$ cat src/scd_consts.svh
/*
 * Constants of the system clock source and divider block.
 * Assumes inclusion by the package, the design module and the checker only.
 */
`ifndef SCD_CONSTS_SVH
`define SCD_CONSTS_SVH

// Source select codes
`define SCD_SRC_MAIN 2'h0
`define SCD_SRC_INT 2'h1
`define SCD_SRC_INT_DIV4 2'h2
`define SCD_SRC_SLOW 2'h3

// Field widths
`define SCD_DIV_W 4
`define SCD_DIV_EXT_W 6
`define SCD_CRYSTAL_SELECT_W 4
`define SCD_PERIPH_N 32
`define SCD_RATIO_W 7

// Divisor codes
`define SCD_DIV_RESET 4'hf
`define SCD_DIV_PLL_MIN 7'h04

// Reset crystal choice and first code usable as PLL reference
`define SCD_CRYSTAL_SELECT_RESET 4'h0
`define SCD_CRYSTAL_SELECT_PLL_MIN 4'h4

// Relock count in main oscillator cycles
`define SCD_RELOCK_COUNT 13'h1200
`define SCD_RELOCK_W 13

`endif

$ cat src/scd_pkg.sv
/*
 * Types of the system clock source and divider block.
 * Assumes scd_consts.svh is on the include path.
 */
`include "scd_consts.svh"

package scd_pkg;

  typedef enum logic [2:0] {
    SCD_CLK_MAIN = 3'b000,
    SCD_CLK_INT = 3'b001,
    SCD_CLK_INT_DIV4 = 3'b010,
    SCD_CLK_SLOW = 3'b011,
    SCD_CLK_PLL = 3'b100
  } scd_clk_src_t;

  typedef logic [`SCD_DIV_EXT_W-1:0] scd_div_ext_t;
  typedef logic [`SCD_RATIO_W-1:0] scd_ratio_t;

endpackage

$ cat src/scd_system_clock.sv
/*
 * Run-mode system clock generation: source selection, PLL relock guard,
 * glitch-free divider, crystal translation and per-peripheral gates.
 * Assumes oscillator and PLL clocks arrive as levels far slower than
 * clk_sys, and that configuration ports come from software-held registers.
 */
`timescale 1ns/1ps
`include "scd_consts.svh"


module scd_system_clock
  import scd_pkg::*;
(
  // Clock and reset
  input wire logic clk_sys,
  input wire logic rst,
  // Clock sources
  input wire logic internal_osc,
  input wire logic main_osc,
  input wire logic slow_osc,
  input wire logic pll_out,
  // Basic configuration
  input wire logic pll_skip,
  input wire logic [1:0] osc_source_select,
  input wire logic [`SCD_DIV_W-1:0] sys_clock_divisor,
  input wire logic divider_use,
  input wire logic pll_power_down,
  input wire logic [`SCD_CRYSTAL_SELECT_W-1:0] crystal_select,
  // Extended configuration
  input wire logic ext_config_select,
  input wire logic pll_skip_ext,
  input wire logic [1:0] osc_source_select_ext,
  input wire scd_pkg::scd_div_ext_t sys_clock_divisor_ext,
  input wire logic pll_power_down_ext,
  // Peripheral gates
  input wire logic [`SCD_PERIPH_N-1:0] periph_clock_enable,
  // Outputs
  output logic system_clock,
  output logic [`SCD_PERIPH_N-1:0] periph_clock,
  output logic pll_enable,
  output logic [`SCD_CRYSTAL_SELECT_W-1:0] pll_config,
  output logic pll_ready,
  output scd_pkg::scd_clk_src_t active_source
);
  import scd_pkg::*;

  //////////////////////////////////////////////////////////////////////////////
  // Input synchronisers and edge detection

  logic [3:0] sync1;
  logic [3:0] sync2;
  logic [3:0] sync3;
  logic [1:0] div4_cnt;
  logic div4_level;

  always_ff @(posedge clk_sys) begin
    if (rst) begin
      sync1 <= 4'h0;
      sync2 <= 4'h0;
      sync3 <= 4'h0;
    end else begin
      sync1 <= {pll_out, slow_osc, main_osc, internal_osc};
      sync2 <= sync1;
      sync3 <= sync2;
    end
  end

  // Internal oscillator divided by four
  always_ff @(posedge clk_sys) begin
    if (rst) begin
      div4_cnt <= 2'h0;
    end else if (sync2[0] && !sync3[0]) begin
      div4_cnt <= div4_cnt + 2'h1;
    end
  end

  assign div4_level = div4_cnt[1];

  logic div4_prev;

  always_ff @(posedge clk_sys) begin
    if (rst) begin
      div4_prev <= 1'b0;
    end else begin
      div4_prev <= div4_level;
    end
  end

  //////////////////////////////////////////////////////////////////////////////
  // Effective configuration

  logic eff_bypass;
  logic [1:0] eff_src;
  logic eff_pwrdn;
  scd_ratio_t eff_ratio;

  always_comb begin
    if (ext_config_select) begin
      eff_bypass = pll_skip_ext;
      eff_src = osc_source_select_ext;
      eff_pwrdn = pll_power_down_ext;
      eff_ratio = {1'b0, sys_clock_divisor_ext} + 7'h01;
    end else begin
      eff_bypass = pll_skip;
      eff_src = osc_source_select;
      eff_pwrdn = pll_power_down;
      eff_ratio = {3'h0, sys_clock_divisor} + 7'h01;
      if (!divider_use && eff_bypass) begin
        eff_ratio = 7'h01;
      end
    end
  end

  //////////////////////////////////////////////////////////////////////////////
  // PLL enable, crystal translation and relock counter

  logic [`SCD_RELOCK_W-1:0] relock_cnt;
  logic [`SCD_CRYSTAL_SELECT_W-1:0] last_crystal_select;
  logic relock_start;

  always_ff @(posedge clk_sys) begin
    if (rst) begin
      pll_enable <= 1'b0;
    end else begin
      pll_enable <= !eff_pwrdn;
    end
  end

  always_ff @(posedge clk_sys) begin
    if (rst) begin
      last_crystal_select <= `SCD_CRYSTAL_SELECT_RESET;
      pll_config <= `SCD_CRYSTAL_SELECT_RESET;
    end else begin
      last_crystal_select <= crystal_select;
      if (crystal_select >= `SCD_CRYSTAL_SELECT_PLL_MIN) begin
        pll_config <= crystal_select;
      end
    end
  end

  assign relock_start = (crystal_select != last_crystal_select) || (!eff_pwrdn && !pll_enable);

  always_ff @(posedge clk_sys) begin
    if (rst) begin
      relock_cnt <= `SCD_RELOCK_COUNT;
    end else if (relock_start) begin
      relock_cnt <= `SCD_RELOCK_COUNT;
    end else if (pll_enable && relock_cnt != '0 && sync2[1] && !sync3[1]) begin
      relock_cnt <= relock_cnt - 13'h0001;
    end
  end

  always_ff @(posedge clk_sys) begin
    if (rst) begin
      pll_ready <= 1'b0;
    end else begin
      pll_ready <= pll_enable && !relock_start && relock_cnt == '0;
    end
  end

  //////////////////////////////////////////////////////////////////////////////
  // Source and ratio request

  scd_clk_src_t req_src;
  scd_ratio_t req_ratio;

  always_comb begin
    req_ratio = eff_ratio;
    if (!eff_bypass && eff_src == `SCD_SRC_MAIN && pll_ready) begin
      req_src = SCD_CLK_PLL;
      if (eff_ratio < `SCD_DIV_PLL_MIN) begin
        req_ratio = `SCD_DIV_PLL_MIN;
      end
    end else begin
      unique case (eff_src)
        `SCD_SRC_MAIN: req_src = SCD_CLK_MAIN;
        `SCD_SRC_INT: req_src = SCD_CLK_INT;
        `SCD_SRC_INT_DIV4: req_src = SCD_CLK_INT_DIV4;
        `SCD_SRC_SLOW: req_src = SCD_CLK_SLOW;
      endcase
    end
  end

  //////////////////////////////////////////////////////////////////////////////
  // Glitch-free divider counting source half periods

  scd_ratio_t cur_ratio;
  logic [`SCD_RATIO_W:0] half_cnt;
  logic src_edge;
  logic at_wrap;
  logic next_sys;
  logic resync;
  logic src_change;

  assign src_change = req_src != active_source;

  always_comb begin
    unique case (active_source)
      SCD_CLK_MAIN: src_edge = sync2[1] ^ sync3[1];
      SCD_CLK_INT: src_edge = sync2[0] ^ sync3[0];
      SCD_CLK_INT_DIV4: src_edge = div4_level ^ div4_prev;
      SCD_CLK_SLOW: src_edge = sync2[2] ^ sync3[2];
      SCD_CLK_PLL: src_edge = sync2[3] ^ sync3[3];
      default: src_edge = 1'b0;
    endcase
  end

  assign at_wrap = half_cnt == {cur_ratio, 1'b0} - 8'h01;

  // Switch only at the end of a low phase
  always_ff @(posedge clk_sys) begin
    if (rst) begin
      active_source <= SCD_CLK_INT;
      cur_ratio <= 7'h01;
      half_cnt <= '0;
      resync <= 1'b0;
    end else if (src_edge) begin
      if (resync) begin
        resync <= 1'b0;
      end else if (at_wrap) begin
        half_cnt <= '0;
        active_source <= req_src;
        cur_ratio <= req_ratio;
        resync <= src_change;
      end else begin
        half_cnt <= half_cnt + 8'h01;
      end
    end
  end

  always_comb begin
    next_sys = system_clock;
    if (src_edge) begin
      next_sys = resync || (at_wrap ? !src_change : half_cnt + 8'h01 < {1'b0, cur_ratio});
    end
  end

  always_ff @(posedge clk_sys) begin
    if (rst) begin
      system_clock <= 1'b0;
    end else begin
      system_clock <= next_sys;
    end
  end

  //////////////////////////////////////////////////////////////////////////////
  // Peripheral clock gates, changed only while the clock is low

  logic [`SCD_PERIPH_N-1:0] gate;

  always_ff @(posedge clk_sys) begin
    if (rst) begin
      gate <= '0;
    end else if (!system_clock && !next_sys) begin
      gate <= periph_clock_enable;
    end
  end

  always_ff @(posedge clk_sys) begin
    if (rst) begin
      periph_clock <= '0;
    end else begin
      periph_clock <= {`SCD_PERIPH_N{next_sys}} & gate;
    end
  end

endmodule // scd_system_clock

$ cat config.mk
export PLATFORM = sky130hd
export DESIGN_NAME = scd_system_clock
export DESIGN_NICKNAME = d
export VERILOG_FILES = /design/src/scd_pkg.sv /design/src/scd_system_clock.sv
export VERILOG_INCLUDE_DIRS = /design/src
export SDC_FILE = /design/constraint.sdc
export NUM_CORES = 1
export LEC_CHECK = 0
export BUFFER_PORTS_ARGS = -buffer_cell sky130_fd_sc_hd__buf_2
export CAP_MARGIN = 40
export CORE_ASPECT_RATIO = 1.1
export CORE_MARGIN = 2
export CORE_UTILIZATION = 55
export CTS_CLUSTER_SIZE = 25
export DETAILED_ROUTE_END_ITERATION = 12
export PLACE_DENSITY = 0.85
export SYNTH_ARGS = -nofsm -noshare
export SYNTH_HDL_FRONTEND = slang
export SYNTH_SLANG_ARGS = --single-unit
$ cat constraint.sdc
create_clock -name clk_sys -period 3.4 [get_ports clk_sys]
set_input_delay 0.68 -clock clk_sys [delete_from_list [all_inputs] [get_ports clk_sys]]
set_output_delay 0.68 -clock clk_sys [all_outputs]
set_load 0.01 [all_outputs]
Yosys cells after proc, flatten, opt, wreduce, memory -nomap -nowiden

Index checks and enable logic that the tools add are counted.

Multiply operators: 0
Bitwise gates (word level): 7
Reductions and logical operators: 30
Multiplexer cells: 15
Equality and inequality tests: 10
Shift operators: 0
Div/mod/pow operators: 0
$lt $le $gt $ge: 3
$add $sub $neg: 6

Operators with widths:

| cell                    | number |
|---|---|
| $and A32 B32 Y32        | 1 |
| $mux W7                 | 3 |
| $logic_not A13 Y1       | 1 |
| $reduce_bool A13 Y1     | 1 |
| $sub A13 B1 Y13 const B | 1 |
| $pmux W3 S4             | 1 |
| $logic_and A1 B1 Y1     | 11 |
| $logic_not A1 Y1        | 10 |
| $add A8 B1 Y8 const B   | 1 |
| $eq A8 B8 Y1            | 1 |
| $lt A8 B7 Y1            | 1 |
| $mux W8                 | 1 |
| $sub A8 B1 Y8 const B   | 1 |
| $add A6 B1 Y7 const B   | 1 |
| $lt A7 B3 Y1 const B    | 1 |
| $eq A3 B2 Y1 const B    | 2 |
| $mux W1                 | 6 |
| $add A4 B1 Y5 const B   | 1 |
| $mux W5                 | 1 |
| $pmux W1 S5             | 1 |
| $xor A1 B1 Y1           | 5 |
| $eq A2 B2 Y1 const B    | 2 |
| $ge A4 B3 Y1 const B    | 1 |
| $ne A4 B4 Y1            | 1 |
| 14 further kinds        | 15 |

Memory bits (read-only): 0
Output and inout bits: 42
Flip-flop bits (word level): 122
Memories kept: 0
Input port bits: 62
RAM bits: 0
Latch bits: 0
Logic and storage cells: 88

Depth between registers and ports, before layout

Depth after elaboration: 12
Gate-level depth with buffers: 13
Gate-level depth less buffers: 10

Worst setup path after synthesis

Ideal clock, no wire load.

Kind: input-to-reg
From: input ext_config_select
To: register gate[10]
Stages: 9
Setup time: 0.118 ns
Required time: 3.282 ns
Path slack: 0.757 ns
Data arrival time: 2.525 ns
Path buffers: 2
Cells stage by stage: or4b_1 -> o22ai_1 -> xor2_1 -> nor3_1 -> or3_1 -> a31o_1 -> buf_6 -> buf_12 -> mux2i_1

Longest elaborated chain between the ends: 12
Elaborated cells between the ends (all ways): 18
Classes of those cells: 4 x eq/ne; 6 x mux; 8 x reduce/logical

RTL lines:

| element                                                             | RTL line                | RTL |
|---|---|---|
| from (decl)                                                         | scd_system_clock.sv:30  | `input wire logic ext_config_select,` |
| parallel branches: the longest is 4 deep, another holds $pmux W3 S4 | -                       |  |
| $mux W3 *                                                           | scd_system_clock.sv:169 | `` if (!eff_bypass && eff_src == `SCD_SRC_MAIN && pll_ready) begin `` |
| $ne A3 B3 Y1 *                                                      | scd_system_clock.sv:195 | `assign src_change = req_src != active_source;` |
| $logic_not A1 Y1 *                                                  | scd_system_clock.sv:234 | `next_sys = resync \|\| (at_wrap ? !src_change : half_cnt + 8'h01 < {1'b0, cur_ratio});` |
| $mux W1 *                                                           | scd_system_clock.sv:234 |  |
| $logic_or A1 B1 Y1 *                                                | scd_system_clock.sv:234 |  |
| $mux W1 *                                                           | scd_system_clock.sv:233 | `if (src_edge) begin` |
| $logic_not A1 Y1 *                                                  | scd_system_clock.sv:254 | `end else if (!system_clock && !next_sys) begin` |
| $logic_and A1 B1 Y1 *                                               | scd_system_clock.sv:254 |  |
| to (signal assigned)                                                | scd_system_clock.sv:255 | `gate <= periph_clock_enable;` |
| to (decl)                                                           | scd_system_clock.sv:249 | `` logic [`SCD_PERIPH_N-1:0] gate; `` |

Mark *: on every way between the ends. The select of a mux whose other input is x is not followed.
A chain may end at the register's enable or synchronous reset.

Worst setup path in the final report

From: register cur_ratio[0]
To: register periph_clock[8]

Longest elaborated chain between the ends: 6
Elaborated cells between the ends (all ways): 7
Classes of those cells: 1 x add/sub; 1 x order compare; 1 x eq/ne; 2 x mux; 1 x bitwise; 1 x reduce/logical

RTL lines:

| element                | RTL line                | RTL |
|---|---|---|
| from (decl)            | scd_system_clock.sv:187 | `scd_ratio_t cur_ratio;` |
| from (signal assigned) | scd_system_clock.sv:223 | `cur_ratio <= req_ratio;` |
| $sub A8 B1 Y8          | scd_system_clock.sv:208 | `assign at_wrap = half_cnt == {cur_ratio, 1'b0} - 8'h01;` |
| $eq A8 B8 Y1           | scd_system_clock.sv:208 |  |
| $mux W1 *              | scd_system_clock.sv:234 |  |
| $logic_or A1 B1 Y1 *   | scd_system_clock.sv:234 |  |
| $mux W1 *              | scd_system_clock.sv:233 |  |
| $and A32 B32 Y32 *     | scd_system_clock.sv:263 | `` periph_clock <= {`SCD_PERIPH_N{next_sys}} & gate; `` |
| to (signal assigned)   | scd_system_clock.sv:263 |  |
| to (decl)              | scd_system_clock.sv:39  | `` output logic [`SCD_PERIPH_N-1:0] periph_clock, `` |

Every way passes the cells marked *; elsewhere a longest branch is shown, timed or not.

==> summary.md <==
| Metric | Value |
|---|---|
| Pins Over Slew Limit | `0` |
| Clock Pin Slew Worst Setup and Hold Paths | `60 ps` |
| Max IR drop VDD | `0.375 mV` |
| Cell with the most instances on the worst path | `sky130_fd_sc_hd__buf_4` |
| Critical Path Slowest Stage Cell | `sky130_fd_sc_hd__or4b_1` |
| Most frequent cells in the layout | `122 x sky130_fd_sc_hd__dfxtp_1, 103 x sky130_fd_sc_hd__buf_2, 89 x sky130_fd_sc_hd__nand2_1` |
| Worst max-slew margin expressed relative to the limit | `57.7%` |
| Fillcell total | `689` |
| Commonest non-fill, non-tap cell in the layout | `sky130_fd_sc_hd__dfxtp_1` |
| Clk Latency, worst-skew pair | `roughly 500 ps` |
| Vertical die dimension | `between 100 and 150 um` |
| Destination of the worst register-to-register timing path | `periph_clock[8]` |
| Via count of the first global-routing pass | `between 3000 and 4000` |
| Final net count | `736` |
| Detailed Routing Iterations Pass 1 | `5` |
| Flop pwr share | `between 40 and 50%` |
| Number of buffers inserted during clock tree synthesis | `17` |
| Avg Synthesized Cell Area | `9.22 sq um` |
| Power density over the cells | `553 mW/mm^2` |
| Critical path launch point | `cur_ratio[0]` |
| Number of buffer cells added on primary ports | `roughly 100` |
| RSZ-0062 raised after global routing | `no` |
| Initial antenna violation count | `0` |
| Worst endpoint required time | `3800 ps` |
| Synthesized flop and latch total | `122` |
| Worst setup EP type | `register` |
| Number of vias in the routed layout | `4122` |
| Total number of placement rows | `37` |
| Sequential cell area | `0.00244 sq mm` |
| Drt wl/cell | `roughly 13 um` |
| Setup TNS | `0 ps` |
| Number of max-cap violations | `0` |
| Arrival time of the worst setup path | `3360 ps` |
| Number of levels in the clock H-tree | `4` |
| Longest individual stage delay on the worst path | `480 ps` |
| Clock tree from TritonCTS | `built` |
| Sum of overflow across all layers after global routing | `0` |
| Number of diodes | `0` |
| Area overhead of the layout relative to synthesis | `21.3%` |
| Mapped Nets | `635` |
| Period utilization | `87.3%` |
| Actual slew at the worst max-slew pin | `631 ps` |
| Proportion of synthesized flip-flops having asynchronous set or reset | `0%` |
| Final Hold Violating Endpoints | `0` |
| Post-route core utilization | `67.6%` |
| Vias per inst | `5.21` |
| Net switching power | `between 0.8 and 0.9 mW` |
| Effective utilization at floorplan | `between 50% and 60%` |
| Final worst path period need | `2970 ps` |
| Number of hold buffers added after CTS | `0` |
| CP top delay family | `simple AND/OR/NAND/NOR gates` |
| P_leak | `about 2.7 nW` |
| Count of different cell masters after synthesis | `51` |
| Status | `finished, final reports clean` |
| Worst setup skew after layout | `around 6.5 ps` |
| Iteration-0 DRC Markers | `~130` |
| Part of the total power dissipated in the clock network | `a little under half` |
| R2R cell count | `10` |
| Classification of the worst-slack hold path | `input port to register` |
| Wire length after detailed routing | `10.5 mm` |
| CTS resizes | `0` |
| Internal Power | `2.57 mW` |
| Number of cells on the worst hold path | `2` |
| Maximum buffer depth of the clock tree | `2` |
| GRT Total Usage | `21.3%` |
| Type of origin of the critical path | `register` |
| Top-level I/O count | `104` |
| DPL Wire Length | `7.38 mm` |
| Post-synthesis cell area | `0.00516 sq mm` |
| Clock Root Buffer | `sky130_fd_sc_hd__clkbuf_8` |
| Last weighted congestion value of the routability-driven placer | `between 0.8 and 0.9` |
| Number of enable-type register cells in the synthesized netlist | `0` |
| Warnings from Yosys | `0` |
| Number of setup violations in the final report | `0` |
| R2R Path Start | `cur_ratio[0]` |
| DRC violations left | `0` |
| CP max FO | `33` |
| Sink Count | `~120` |
| Cell chain of the critical path | `inv_1 -> ha_1 -> or4b_1 -> a311oi_1 -> o31ai_1 -> buf_4 -> nor3_1 -> nor3b_2 -> buf_4 -> and2_1` |
| Gate Count Post-Synth | `560` |
| Share of post-route cells with drive strength above 1 | `around 22%` |
| Stages on the worst setup path | `10` |
| Share of the yosys chip area belonging to registers | `47.3%` |
| Peak clock frequency supported by timing | `337 MHz` |
| Combined buffer and inverter count along the critical path | `3` |
| Die extent in x | `roughly 96 um` |
| Wire length of the first global-routing pass | `~17 mm` |
| Core outline area | `0.00926 sq mm` |
| Total power | `3.46 mW` |
| Routed Antenna Nets | `0` |
| Largest net degree at the start of global routing | `66` |
| Setup Buffers After CTS | `0` |
| Synth Flop Type | `sky130_fd_sc_hd__dfxtp_1` |
| Endpoint of the worst setup timing path | `periph_clock[8]` |
| Floorplan die area | `between 0.01 and 0.015 sq mm` |
| Worst setup slack for register-to-register paths | `430 ps` |
| Switching Fraction | `25.8%` |
| Comb power frac | `10.0%` |
| Classification of the worst setup path | `register to register` |
| Multi-input logic area | `0.00249 sq mm` |
[how the worst min path moves through the flow]
stage / start / end / slack (ps)
detailed placement: sync1[1] / sync2[1] / 430
global placement: sync1[2] / sync2[2] / 420
floorplan: sync1[0] / sync2[0] / 410
CTS: slow_osc / sync1[2] / 360
global route: internal_osc / sync1[0] / 370
finish: slow_osc / sync1[2] / 380
[area by class of cell]
cell class,count,area share (%)
clock buffer,17,6.61
clock inverter,15,1.90
inverter,16,0.959
multi-input combinational,393,39.8
sequential,122,39.0
tap,117,2.34
timing repair buffer,111,9.39
[metal layers]
metal  vias to the layer above  share of wire, %  GRT usage, %
met4                         0               1.9          8.55
li1                       2074                 -             -
met2                       132                48          33.8
met3                        22               5.6          6.50
met5                         -                 0             0
met1                      1894                45          26.8
[stage by stage]
| stage | instances | hold WS [ps] | setup slack, ps | cell area (sq um) |
|---|---|---|---|---|
| 2_1_floorplan | 560 | 414 | 757 | 5160 |
| 3_3_place_gp | 759 | 417 | 490 | 5730 |
| 3_5_place_dp | 759 | 431 | 393 | 5730 |
| 4_1_cts | 791 | 364 | 507 | 6260 |
| 5_1_grt | 791 | 370 | 289 | 6260 |
| 6_report | 791 | 381 | 433 | 6260 |
[power groups by stage]
stage,Combinational (mW),Clock [mW],Sequential (mW)
6_report,0.346,1.58,1.54
2_1_floorplan,0.249,0,1.57
3_5_place_dp,0.343,0,1.57
5_1_grt,0.382,1.68,1.55
3_3_place_gp,0.329,0,1.57
4_1_cts,0.346,1.60,1.54
[cells in the mapped netlist, drive strengths merged (15+ instances only)]
master | instances | area [sq um]
nor2 | 45 | 169
clkbuf | 21 | 78.8
and2 | 34 | 213
mux2i | 37 | 370
nand2 | 89 | 334
a21oi | 15 | 75.1
xor2 | 19 | 166
nor3 | 17 | 85.1
nor2b | 16 | 100
inv | 16 | 60.1
xnor2 | 23 | 201
dfxtp | 122 | 2440
[state kept, by name (all words and copies together) (netlist names), 3 cells and up, named ones only]
register,count
active_source,3
sync3,4
sync1,4
gate,32
relock_cnt,13
cur_ratio,7
half_cnt,8
last_crystal_select,4
pll_config,4
periph_clock,32
sync2,4
[cell families after synthesis]
group           count (synthesis)  synth area share, %
simple gates                  242                 23.0
xor+xnor                       42                 7.12
fa+ha+maj                      13                 3.15
buf+inv                        45                 4.43
mux                            38                 7.39
flops                         122                 47.3
compound gates                 58                 7.58
(Power assumes the default switching activity.)
